--- src/hw/iscs_map.svh ---
// Bit positions, widths and reset values of the state change flags register
`ifndef ISCS_MAP_SVH
`define ISCS_MAP_SVH

`define ISCS_WIDTH 16
`define ISCS_RESET 16'h0000
`define ISCS_BIT_ACQ_DONE 0
`define ISCS_BIT_DUMP_DONE 1
`define ISCS_BIT_LOCAL 2
`define ISCS_BIT_XFER_TMO 3
`define ISCS_BIT_SEGMENT 4
`define ISCS_BIT_STORE_FULL 6
`define ISCS_BIT_MEDIA_SWAP 7
`define ISCS_BIT_TRACE_A 8
`define ISCS_BIT_PASS_FAIL 12
`define ISCS_BIT_TRIG_READY 13
`define ISCS_TRACE_COUNT 4
// Bits that may ever read as one in this build: 0 and 13
`define ISCS_REPORT_MASK 16'h2001
// Read-back values of a single reported event
`define ISCS_VAL_ACQ 16'h0001
`define ISCS_VAL_TRIG 16'h2000

`endif

--- src/hw/iscs_pkg.sv ---
// Types shared by the state change flags block
package iscs_pkg;
    typedef logic [15:0] iscs_flags_t;
endpackage

--- src/hw/iscs_flags.sv ---
// Sticky internal state change flags, cleared by a host read
`timescale 1ns/100ps
`include "iscs_map.svh"

// REPORT_MASK picks which defined events may latch; the default reports only
// acquisition done and trigger ready. It is fixed at build time, since a
// run-time mask would need a register that the host cannot reach.
module iscs_flags #(
    parameter logic [15:0] REPORT_MASK = `ISCS_REPORT_MASK
) (
    input wire logic i_clk,
    input wire logic i_reset,
    input wire logic i_acq_done,
    input wire logic i_dump_done,
    input wire logic i_local_return,
    input wire logic i_xfer_timeout,
    input wire logic i_segment_done,
    input wire logic i_store_full,
    input wire logic i_media_swap,
    input wire logic [3:0] i_trace_done,
    input wire logic i_pass_fail_hit,
    input wire logic i_trig_ready,
    input wire logic i_read,
    output logic [15:0] o_read_data,
    output logic o_read_valid,
    output logic [15:0] o_flags
);

    // ****************************************
    // Event collection
    // ****************************************
    iscs_pkg::iscs_flags_t events_all;
    iscs_pkg::iscs_flags_t events_kept;
    iscs_pkg::iscs_flags_t flags_r;
    iscs_pkg::iscs_flags_t flags_nxt;

    always_comb
    begin
        events_all = `ISCS_RESET;
        events_all[`ISCS_BIT_ACQ_DONE] = i_acq_done;
        events_all[`ISCS_BIT_DUMP_DONE] = i_dump_done;
        events_all[`ISCS_BIT_LOCAL] = i_local_return;
        events_all[`ISCS_BIT_XFER_TMO] = i_xfer_timeout;
        events_all[`ISCS_BIT_SEGMENT] = i_segment_done;
        events_all[`ISCS_BIT_STORE_FULL] = i_store_full;
        events_all[`ISCS_BIT_MEDIA_SWAP] = i_media_swap;
        events_all[`ISCS_BIT_TRACE_A +: `ISCS_TRACE_COUNT] = i_trace_done;
        events_all[`ISCS_BIT_PASS_FAIL] = i_pass_fail_hit;
        events_all[`ISCS_BIT_TRIG_READY] = i_trig_ready;
    end

    // Bits 5, 14 and 15 carry no event; of the defined ones only the reported ones may latch
    assign events_kept = events_all & REPORT_MASK;

    // Set wins over the clearing read so no event is lost
    iscs_pkg::iscs_flags_t flags_kept;
    assign flags_kept = i_read ? `ISCS_RESET : flags_r;
    assign flags_nxt = flags_kept | events_kept;

    // ****************************************
    // Registers
    // ****************************************
    always_ff @(posedge i_clk)
    begin
        if (i_reset)
        begin
            flags_r <= `ISCS_RESET;
            o_read_data <= `ISCS_RESET;
            o_read_valid <= 1'b0;
        end
        else
        begin
            flags_r <= flags_nxt;
            o_read_valid <= i_read;
            // Answer from the held value, so an event in the read cycle
            // is kept for the next read instead of being cleared unseen
            if (i_read)
            begin
                o_read_data <= flags_r;
            end
        end
    end

    // Live view for the rest of the instrument; looking at it never clears
    assign o_flags = flags_r;

    // ****************************************
    // Read checks
    // ****************************************
    read_returns_a: assert property (@(posedge i_clk) disable iff (i_reset)
        i_read |=> (o_read_valid && o_read_data == $past(flags_r)))
        else $error("read did not return the held flags");

    read_clears_a: assert property (@(posedge i_clk) disable iff (i_reset)
        (i_read && events_kept == `ISCS_RESET) |=> o_flags == `ISCS_RESET)
        else $error("flags not cleared by read");

    valid_once_a: assert property (@(posedge i_clk) disable iff (i_reset)
        !i_read |=> !o_read_valid)
        else $error("read valid without a read");

    data_hold_a: assert property (@(posedge i_clk) disable iff (i_reset)
        !i_read |=> $stable(o_read_data))
        else $error("read data changed without a read");

    read_range_a: assert property (@(posedge i_clk) disable iff (i_reset)
        o_read_valid |-> (o_read_data & ~REPORT_MASK) == `ISCS_RESET)
        else $error("read returned an unreported bit");

    // Back to back reads: the second one only sees what arrived in between
    both_read_a: assert property (@(posedge i_clk) disable iff (i_reset)
        (o_flags == (`ISCS_VAL_ACQ | `ISCS_VAL_TRIG) && i_read
            && events_kept == `ISCS_RESET) ##1 (i_read && events_kept == `ISCS_RESET)
        |=> o_read_data == `ISCS_RESET)
        else $error("repeated read did not return zero");

    coincide_keep_a: assert property (@(posedge i_clk) disable iff (i_reset)
        (i_read && events_kept[`ISCS_BIT_TRIG_READY]) ##1 i_read
        |=> o_read_data[`ISCS_BIT_TRIG_READY])
        else $error("event lost on clearing read");

    coincide_set_a: assert property (@(posedge i_clk) disable iff (i_reset)
        (i_read && events_kept != `ISCS_RESET) |=> o_flags == $past(events_kept))
        else $error("event in read cycle not kept");

    // ****************************************
    // Reported event checks
    // ****************************************
    unused_zero_a: assert property (@(posedge i_clk) disable iff (i_reset)
        (o_flags & ~REPORT_MASK) == `ISCS_RESET)
        else $error("unreported bit set");

    acq_latch_a: assert property (@(posedge i_clk) disable iff (i_reset)
        i_acq_done |=> o_flags[`ISCS_BIT_ACQ_DONE])
        else $error("acquisition event not latched");

    acq_only_a: assert property (@(posedge i_clk) disable iff (i_reset)
        (o_flags == `ISCS_RESET && events_kept == `ISCS_VAL_ACQ)
        |=> o_flags == `ISCS_VAL_ACQ)
        else $error("acquisition set a wrong bit");

    trig_latch_a: assert property (@(posedge i_clk) disable iff (i_reset)
        i_trig_ready |=> o_flags[`ISCS_BIT_TRIG_READY])
        else $error("trigger ready not latched");

    trig_only_a: assert property (@(posedge i_clk) disable iff (i_reset)
        (o_flags == `ISCS_RESET && events_kept == `ISCS_VAL_TRIG)
        |=> o_flags == `ISCS_VAL_TRIG)
        else $error("trigger ready set a wrong bit");

    both_latch_a: assert property (@(posedge i_clk) disable iff (i_reset)
        (!i_read && o_flags[`ISCS_BIT_ACQ_DONE] && i_trig_ready)
        |=> (o_flags[`ISCS_BIT_ACQ_DONE] && o_flags[`ISCS_BIT_TRIG_READY]))
        else $error("events did not accumulate");

    hold_between_a: assert property (@(posedge i_clk) disable iff (i_reset)
        !i_read |=> (o_flags & $past(o_flags)) == $past(o_flags))
        else $error("latched bit lost without read");

    quiet_idle_a: assert property (@(posedge i_clk) disable iff (i_reset)
        (o_flags == `ISCS_RESET && events_kept == `ISCS_RESET) |=> o_flags == `ISCS_RESET)
        else $error("flag set with no event");

    // ****************************************
    // Defined events outside the reported set
    // ****************************************
    // Each bit must follow the mask: set when enabled, clear when masked off
    pass_latch_a: assert property (@(posedge i_clk) disable iff (i_reset)
        i_pass_fail_hit |=> o_flags[`ISCS_BIT_PASS_FAIL] == REPORT_MASK[`ISCS_BIT_PASS_FAIL])
        else $error("pass/fail bit does not follow the mask");

    trace_latch_a: assert property (@(posedge i_clk) disable iff (i_reset)
        |i_trace_done |=> (o_flags[`ISCS_BIT_TRACE_A +: `ISCS_TRACE_COUNT] & $past(i_trace_done))
            == ($past(i_trace_done) & REPORT_MASK[`ISCS_BIT_TRACE_A +: `ISCS_TRACE_COUNT]))
        else $error("trace bits do not follow the mask");

    swap_latch_a: assert property (@(posedge i_clk) disable iff (i_reset)
        i_media_swap |=> o_flags[`ISCS_BIT_MEDIA_SWAP] == REPORT_MASK[`ISCS_BIT_MEDIA_SWAP])
        else $error("media swap bit does not follow the mask");

    full_latch_a: assert property (@(posedge i_clk) disable iff (i_reset)
        i_store_full |=> o_flags[`ISCS_BIT_STORE_FULL] == REPORT_MASK[`ISCS_BIT_STORE_FULL])
        else $error("storage full bit does not follow the mask");

    segment_latch_a: assert property (@(posedge i_clk) disable iff (i_reset)
        i_segment_done |=> o_flags[`ISCS_BIT_SEGMENT] == REPORT_MASK[`ISCS_BIT_SEGMENT])
        else $error("segment bit does not follow the mask");

    timeout_latch_a: assert property (@(posedge i_clk) disable iff (i_reset)
        i_xfer_timeout |=> o_flags[`ISCS_BIT_XFER_TMO] == REPORT_MASK[`ISCS_BIT_XFER_TMO])
        else $error("time-out bit does not follow the mask");

    local_latch_a: assert property (@(posedge i_clk) disable iff (i_reset)
        i_local_return |=> o_flags[`ISCS_BIT_LOCAL] == REPORT_MASK[`ISCS_BIT_LOCAL])
        else $error("local return bit does not follow the mask");

    dump_latch_a: assert property (@(posedge i_clk) disable iff (i_reset)
        i_dump_done |=> o_flags[`ISCS_BIT_DUMP_DONE] == REPORT_MASK[`ISCS_BIT_DUMP_DONE])
        else $error("screen dump bit does not follow the mask");

    // ****************************************
    // Reset checks
    // ****************************************
    reset_zero_a: assert property (@(posedge i_clk)
        i_reset |=> (o_flags == `ISCS_RESET && !o_read_valid && o_read_data == `ISCS_RESET))
        else $error("outputs not zero after reset");

endmodule

--- config.mk ---
export PLATFORM = sky130hd
export DESIGN_NAME = iscs_flags
export DESIGN_NICKNAME = d
export VERILOG_FILES = /design/src/hw/iscs_pkg.sv /design/src/hw/iscs_flags.sv
export VERILOG_INCLUDE_DIRS = /design/src /design/src/hw
export SDC_FILE = /design/constraint.sdc
export NUM_CORES = 1
export LEC_CHECK = 0
export ABC_CLOCK_PERIOD_IN_PS = 800
export BUFFER_PORTS_ARGS = -buffer_cell sky130_fd_sc_hd__buf_2
export CAP_MARGIN = 10
export CELL_PAD_IN_SITES_DETAIL_PLACEMENT = 0
export CELL_PAD_IN_SITES_GLOBAL_PLACEMENT = 1
export CORE_MARGIN = 1.5
export CORE_UTILIZATION = 18
export DETAILED_ROUTE_END_ITERATION = 8
export GPL_TIMING_DRIVEN = 0
export PLACE_DENSITY_LB_ADDON = 0.1
export SETUP_SLACK_MARGIN = 0.5
export SLEW_MARGIN = 25
export SYNTH_ARGS = -nofsm -noshare
export SYNTH_HDL_FRONTEND = slang
export SYNTH_SLANG_ARGS = --single-unit
export TNS_END_PERCENT = 50
--- constraint.sdc ---
create_clock -name i_clk -period 0.8 [get_ports i_clk]
set_input_delay 0.04 -clock i_clk [delete_from_list [all_inputs] [get_ports i_clk]]
set_output_delay 0.04 -clock i_clk [all_outputs]
set_load 0.05 [all_outputs]
# Word level (Yosys, flattened, before mapping)
# Index checks and enable logic that the tools add are counted.
word_totals:
  ramBits: 0
  inputBits: 16
  latchBits: 0
  reg_bits: 33
  output_inout_bits: 33
  mem_count: 0
  wordCells: 5
  mem_bits_ro: 0
op_classes:
  n_reduce_logical: 0
  div_mod_pow: 0
  n_shift: 0
  n_mul: 0
  addsub: 0
  bitwise: 1
  n_lt_le_gt_ge: 0
  eq_ne: 0
  muxes: 1
op_table:
  columns: ["op", "n"]
  rows:
  - ["2-to-1 mux 16 bit", 1]
  - ["bitwise OR 16 x 14 -> 16 bit", 1]

# Longest topological paths before layout
logic_depth:
  ltp_word: 2
  ltp_mapped: 2
  depth_no_buf: 2

# Least setup slack after synthesis
# OpenSTA, ideal clock, no wires.
synth_timing:
  kind: "flip-flop to flip-flop"
  startpoint: "register flags_r[0] (netlist: o_flags[0])"
  endpoint: "register flags_r[0] (netlist: o_flags[0])"
  slack_ns: -0.117
  setup_ns: 0.070
  required_time_ns: 0.730
  synth_period_minus_slack_ns: 0.917
  arrival_ns: 0.848
  stages_incl_launch_ff: 3
  n_path_buf: 0
  cell_sequence: "dfxtp_1 nand2b_1 a21oi_1"
synth_via:
  elab_chain_cells: 2
synth_lines:
  columns: ["element", "line_no", "source"]
  rows:
  - ["start, declared", "iscs_flags.sv:34", "iscs_pkg::iscs_flags_t flags_r;"]
  - ["start signal, assigned", "iscs_flags.sv:67", "flags_r <= `ISCS_RESET;"]
  - ["start signal, assigned", "iscs_flags.sv:73", "flags_r <= flags_nxt;"]
  - ["2-to-1 mux 16 bit", "iscs_flags.sv:57", "assign flags_kept = i_read ? `ISCS_RESET : flags_r;"]
  - ["bitwise OR 16 x 14 -> 16 bit", "iscs_flags.sv:58", "assign flags_nxt = flags_kept | events_kept;"]
# Every way passes these cells.
# A chain may end at the register's enable or synchronous reset.

# Final worst setup path
layout_timing:
  startpoint: "register flags_r[0] (netlist: o_flags[0])"
  endpoint: "output port o_flags[0]"
layout_rtl:
  columns: ["element", "line_no", "source"]
  rows:
  - ["end, declared", "iscs_flags.sv:26", "output logic [15:0] o_flags"]
# No word-level cell between the ends.

==> summary.md <==
| Metric | Value |
|---|---|
| Hpwl dp | `around 460 um` |
| CP Cell Sequence | `buf_8` |
| R2R setup slack | `~170 ps` |
| Total power | `roughly 0.0011 W` |
| First-pass GRT wire length | `772 um` |
| Seq cells post-synth | `5` |
| Share of the synthesized area in the top cell type | `0.556` |
| Core area | `1960 um2` |
| R2r startpoint | `o_flags[0]` |
| CP Capture Type | `output pin` |
| CP top delay family | `flip-flops` |
| Vias | `276` |
| Vias/cell | `2.46` |
| CP startpoint | `o_flags[0]` |
| Final GP Congestion | `0.648` |
| Startpoint types | `flip-flop` |
| Port bufs | `9` |
| Reg2reg path depth | `2` |
| Synth Warn # | `0` |
| Syn avg cell area | `8.40 um2` |
| Diode count | `0` |
| Cell variety after synth | `9` |
| Number of H-tree levels | `1` |
| DIE WIDTH | `between 40 and 50 um` |
| Synth area leaders | `buf_4, dfxtp_1, mux2i_1` |
| Critical path type | `reg -> out` |
| Post-synthesis cell area | `378 um2` |
| CTS tree | `built` |
| P&R area growth vs syn | `72.2%` |
| Maximum VDD drop | `0.000883 V` |
| Achievable frequency | `1.30 GHz` |
| Final wirelength | `between 500 and 600 um` |
| 1st-iter DRT viols | `3` |
| DIE HEIGHT | `roughly 49 um` |
| Seq/Total Area, Yosys | `0.265` |
| Met1 Wirelength | `195 um` |
| Crit-path max FO | `3` |
| Cell area after layout | `651 um2` |
| Gr ovfl total | `0` |
| Largest net degree at the start of global routing | `6` |
| NumNets Final | `102` |
| CP bufs+invs | `1` |
| Post-Syn Instances | `between 40 and 50` |
| HP Class | `in -> reg` |
| Clock tree root driver cell | `clkbuf_4` |
| FF+latch area | `116 um2` |
| Filler cell count | `~220` |
| Hold_sp | `i_reset` |
| Post-DRT Antenna Nets | `0` |
| CP max stage delay | `350 ps` |
| Status | `completed` |
| Met3 wire len | `118 um` |
| GRT Overall Usage | `0.0466` |
| Number of buffers created by CTS | `3` |
| Max-Cap Viols | `0` |
| Final Skew | `about 0.015 ps` |
| Placed cell areas | `573 um2` |
| Final setup viols | `0` |
| Max layer used | `met3` |
| Layout cells sized above 1 | `0.529` |
| Pre-Repair DR Iteration Count | `2` |
| Clk slew on worst S/H paths | `40 ps` |
| Crit path time final | `770 ps` |
| Clock buffer depth | `2` |
| Initial core utilization | `0.193` |
| Final Hold Fails | `0` |
| Setup repair bufs after CTS | `0` |
| Leak Pwr | `slightly below 0.4 nW` |
| PD cells | `1660 nW/um2` |
| WL/cell | `4.80 um` |
| # DRC | `0` |
| Worst Hold Depth | `2` |
| Max-slew violation count | `0` |
| Fin Hold WS | `9.88 ps` |
| Dominant cell type by area after synthesis | `buf_4` |
| Endpoint of the worst hold path | `o_read_data[13]` |
| # rows | `16` |
| Final period utilization | `0.962` |
| CP Data Required Time | `760 ps` |
| CP Data Arrival Time | `730 ps` |
| Most frequent cells in the layout | `buf_4, conb_1, buf_8` |
| RSZ-0062 raised after global routing | `true` |
| Io pins | `49` |
| Initial antenna violation count | `0` |
| Crit Reg-Reg Endpoint | `o_read_data[0]` |
| Area occupied by multi-input gates | `161 um2` |
| Worst-skew pair later-pin latency | `240 ps` |
| Clk sinks | `5` |
| Die Footprint | `2380 um2` |
| Crit-path slowest cell | `dfxtp_4` |
| Vias in the first global route | `178` |
| Met2 routed wirelength | `225 um` |
==> report_power, final <==
part	leakage, nW	switching (W)	internal, W	total [W]
clock	0.0150	0.0000966	0.000188	0.000285
sequential	0.0442	0.0000127	0.000260	0.000273
combinational	0.329	0.000371	0.000149	0.000520
==> cell families after synthesis <==
family,Yosys count,synth area share
buf+inv,30,0.576
compound gates,2,0.0265
simple gates,5,0.0695
other cells,1,0.00992
mux,2,0.0530
flops,5,0.265
==> layout make-up <==
class                           count  share of cell area
Clock buffer                        4              0.0404
Inverter                            2              0.0115
Multi-Input combinational cell     37               0.248
Timing Repair Buffer                9               0.146
Buffer                             28               0.323
Tap cell                           27              0.0519
Sequential cell                     5               0.179
==> how the worst max path moves through the flow <==
stage | end | slack [ps] | cells after the start
floorplan | o_read_data[0] | 130 | 2
global placement | o_flags[0] | 180 | 1
detailed placement | o_flags[0] | 180 | 1
CTS | o_flags[13] | 20 | 1
global route | o_flags[0] | -8 | 1
finish | o_flags[0] | 30 | 1
==> state kept, by name, indices dropped and copies added, names as in the netlist <==
| signal | flops |
|---|---|
| o_flags | 2 |
| o_read_data | 2 |
| o_read_valid | 1 |
==> routing by layer <==
layer / up-vias / GRT usage
met5: - / 0
met2: 23 / 0.0639
met3: 0 / 0.0706
li1: 159 / -
met4: 0 / 0
met1: 94 / 0.0397
==> Yosys cell counts <==
| library cell | count |
|---|---|
| buf_4 | 28 |
| nand2b_1 | 2 |
| inv_1 | 2 |
| nor2b_1 | 1 |
| conb_1 | 1 |
| nor2_1 | 2 |
| mux2i_1 | 2 |
| dfxtp_1 | 5 |
| a21oi_1 | 2 |
==> repair_timing <==
item | in CTS | in global routing
resized for setup | 14 | 2
endpoints found under the setup margin | 9 | 9
pin swaps | 0 | 4
endpoints found under the hold margin | 0 | 0
hold buffers | 0 | 0
==> per-stage QoR <==
step           worst slack (ps)   util  TNS (ps)  cells
2_1_floorplan               126      -         0     72
3_3_place_gp                179  0.292         0    108
3_5_place_dp                180  0.292         0    108
4_1_cts                    20.7  0.329         0    112
5_1_grt                   -7.54  0.332     -14.0    112
6_report                   30.0  0.332         0    112
No activity file was read; power rests on OpenSTA's default activity.
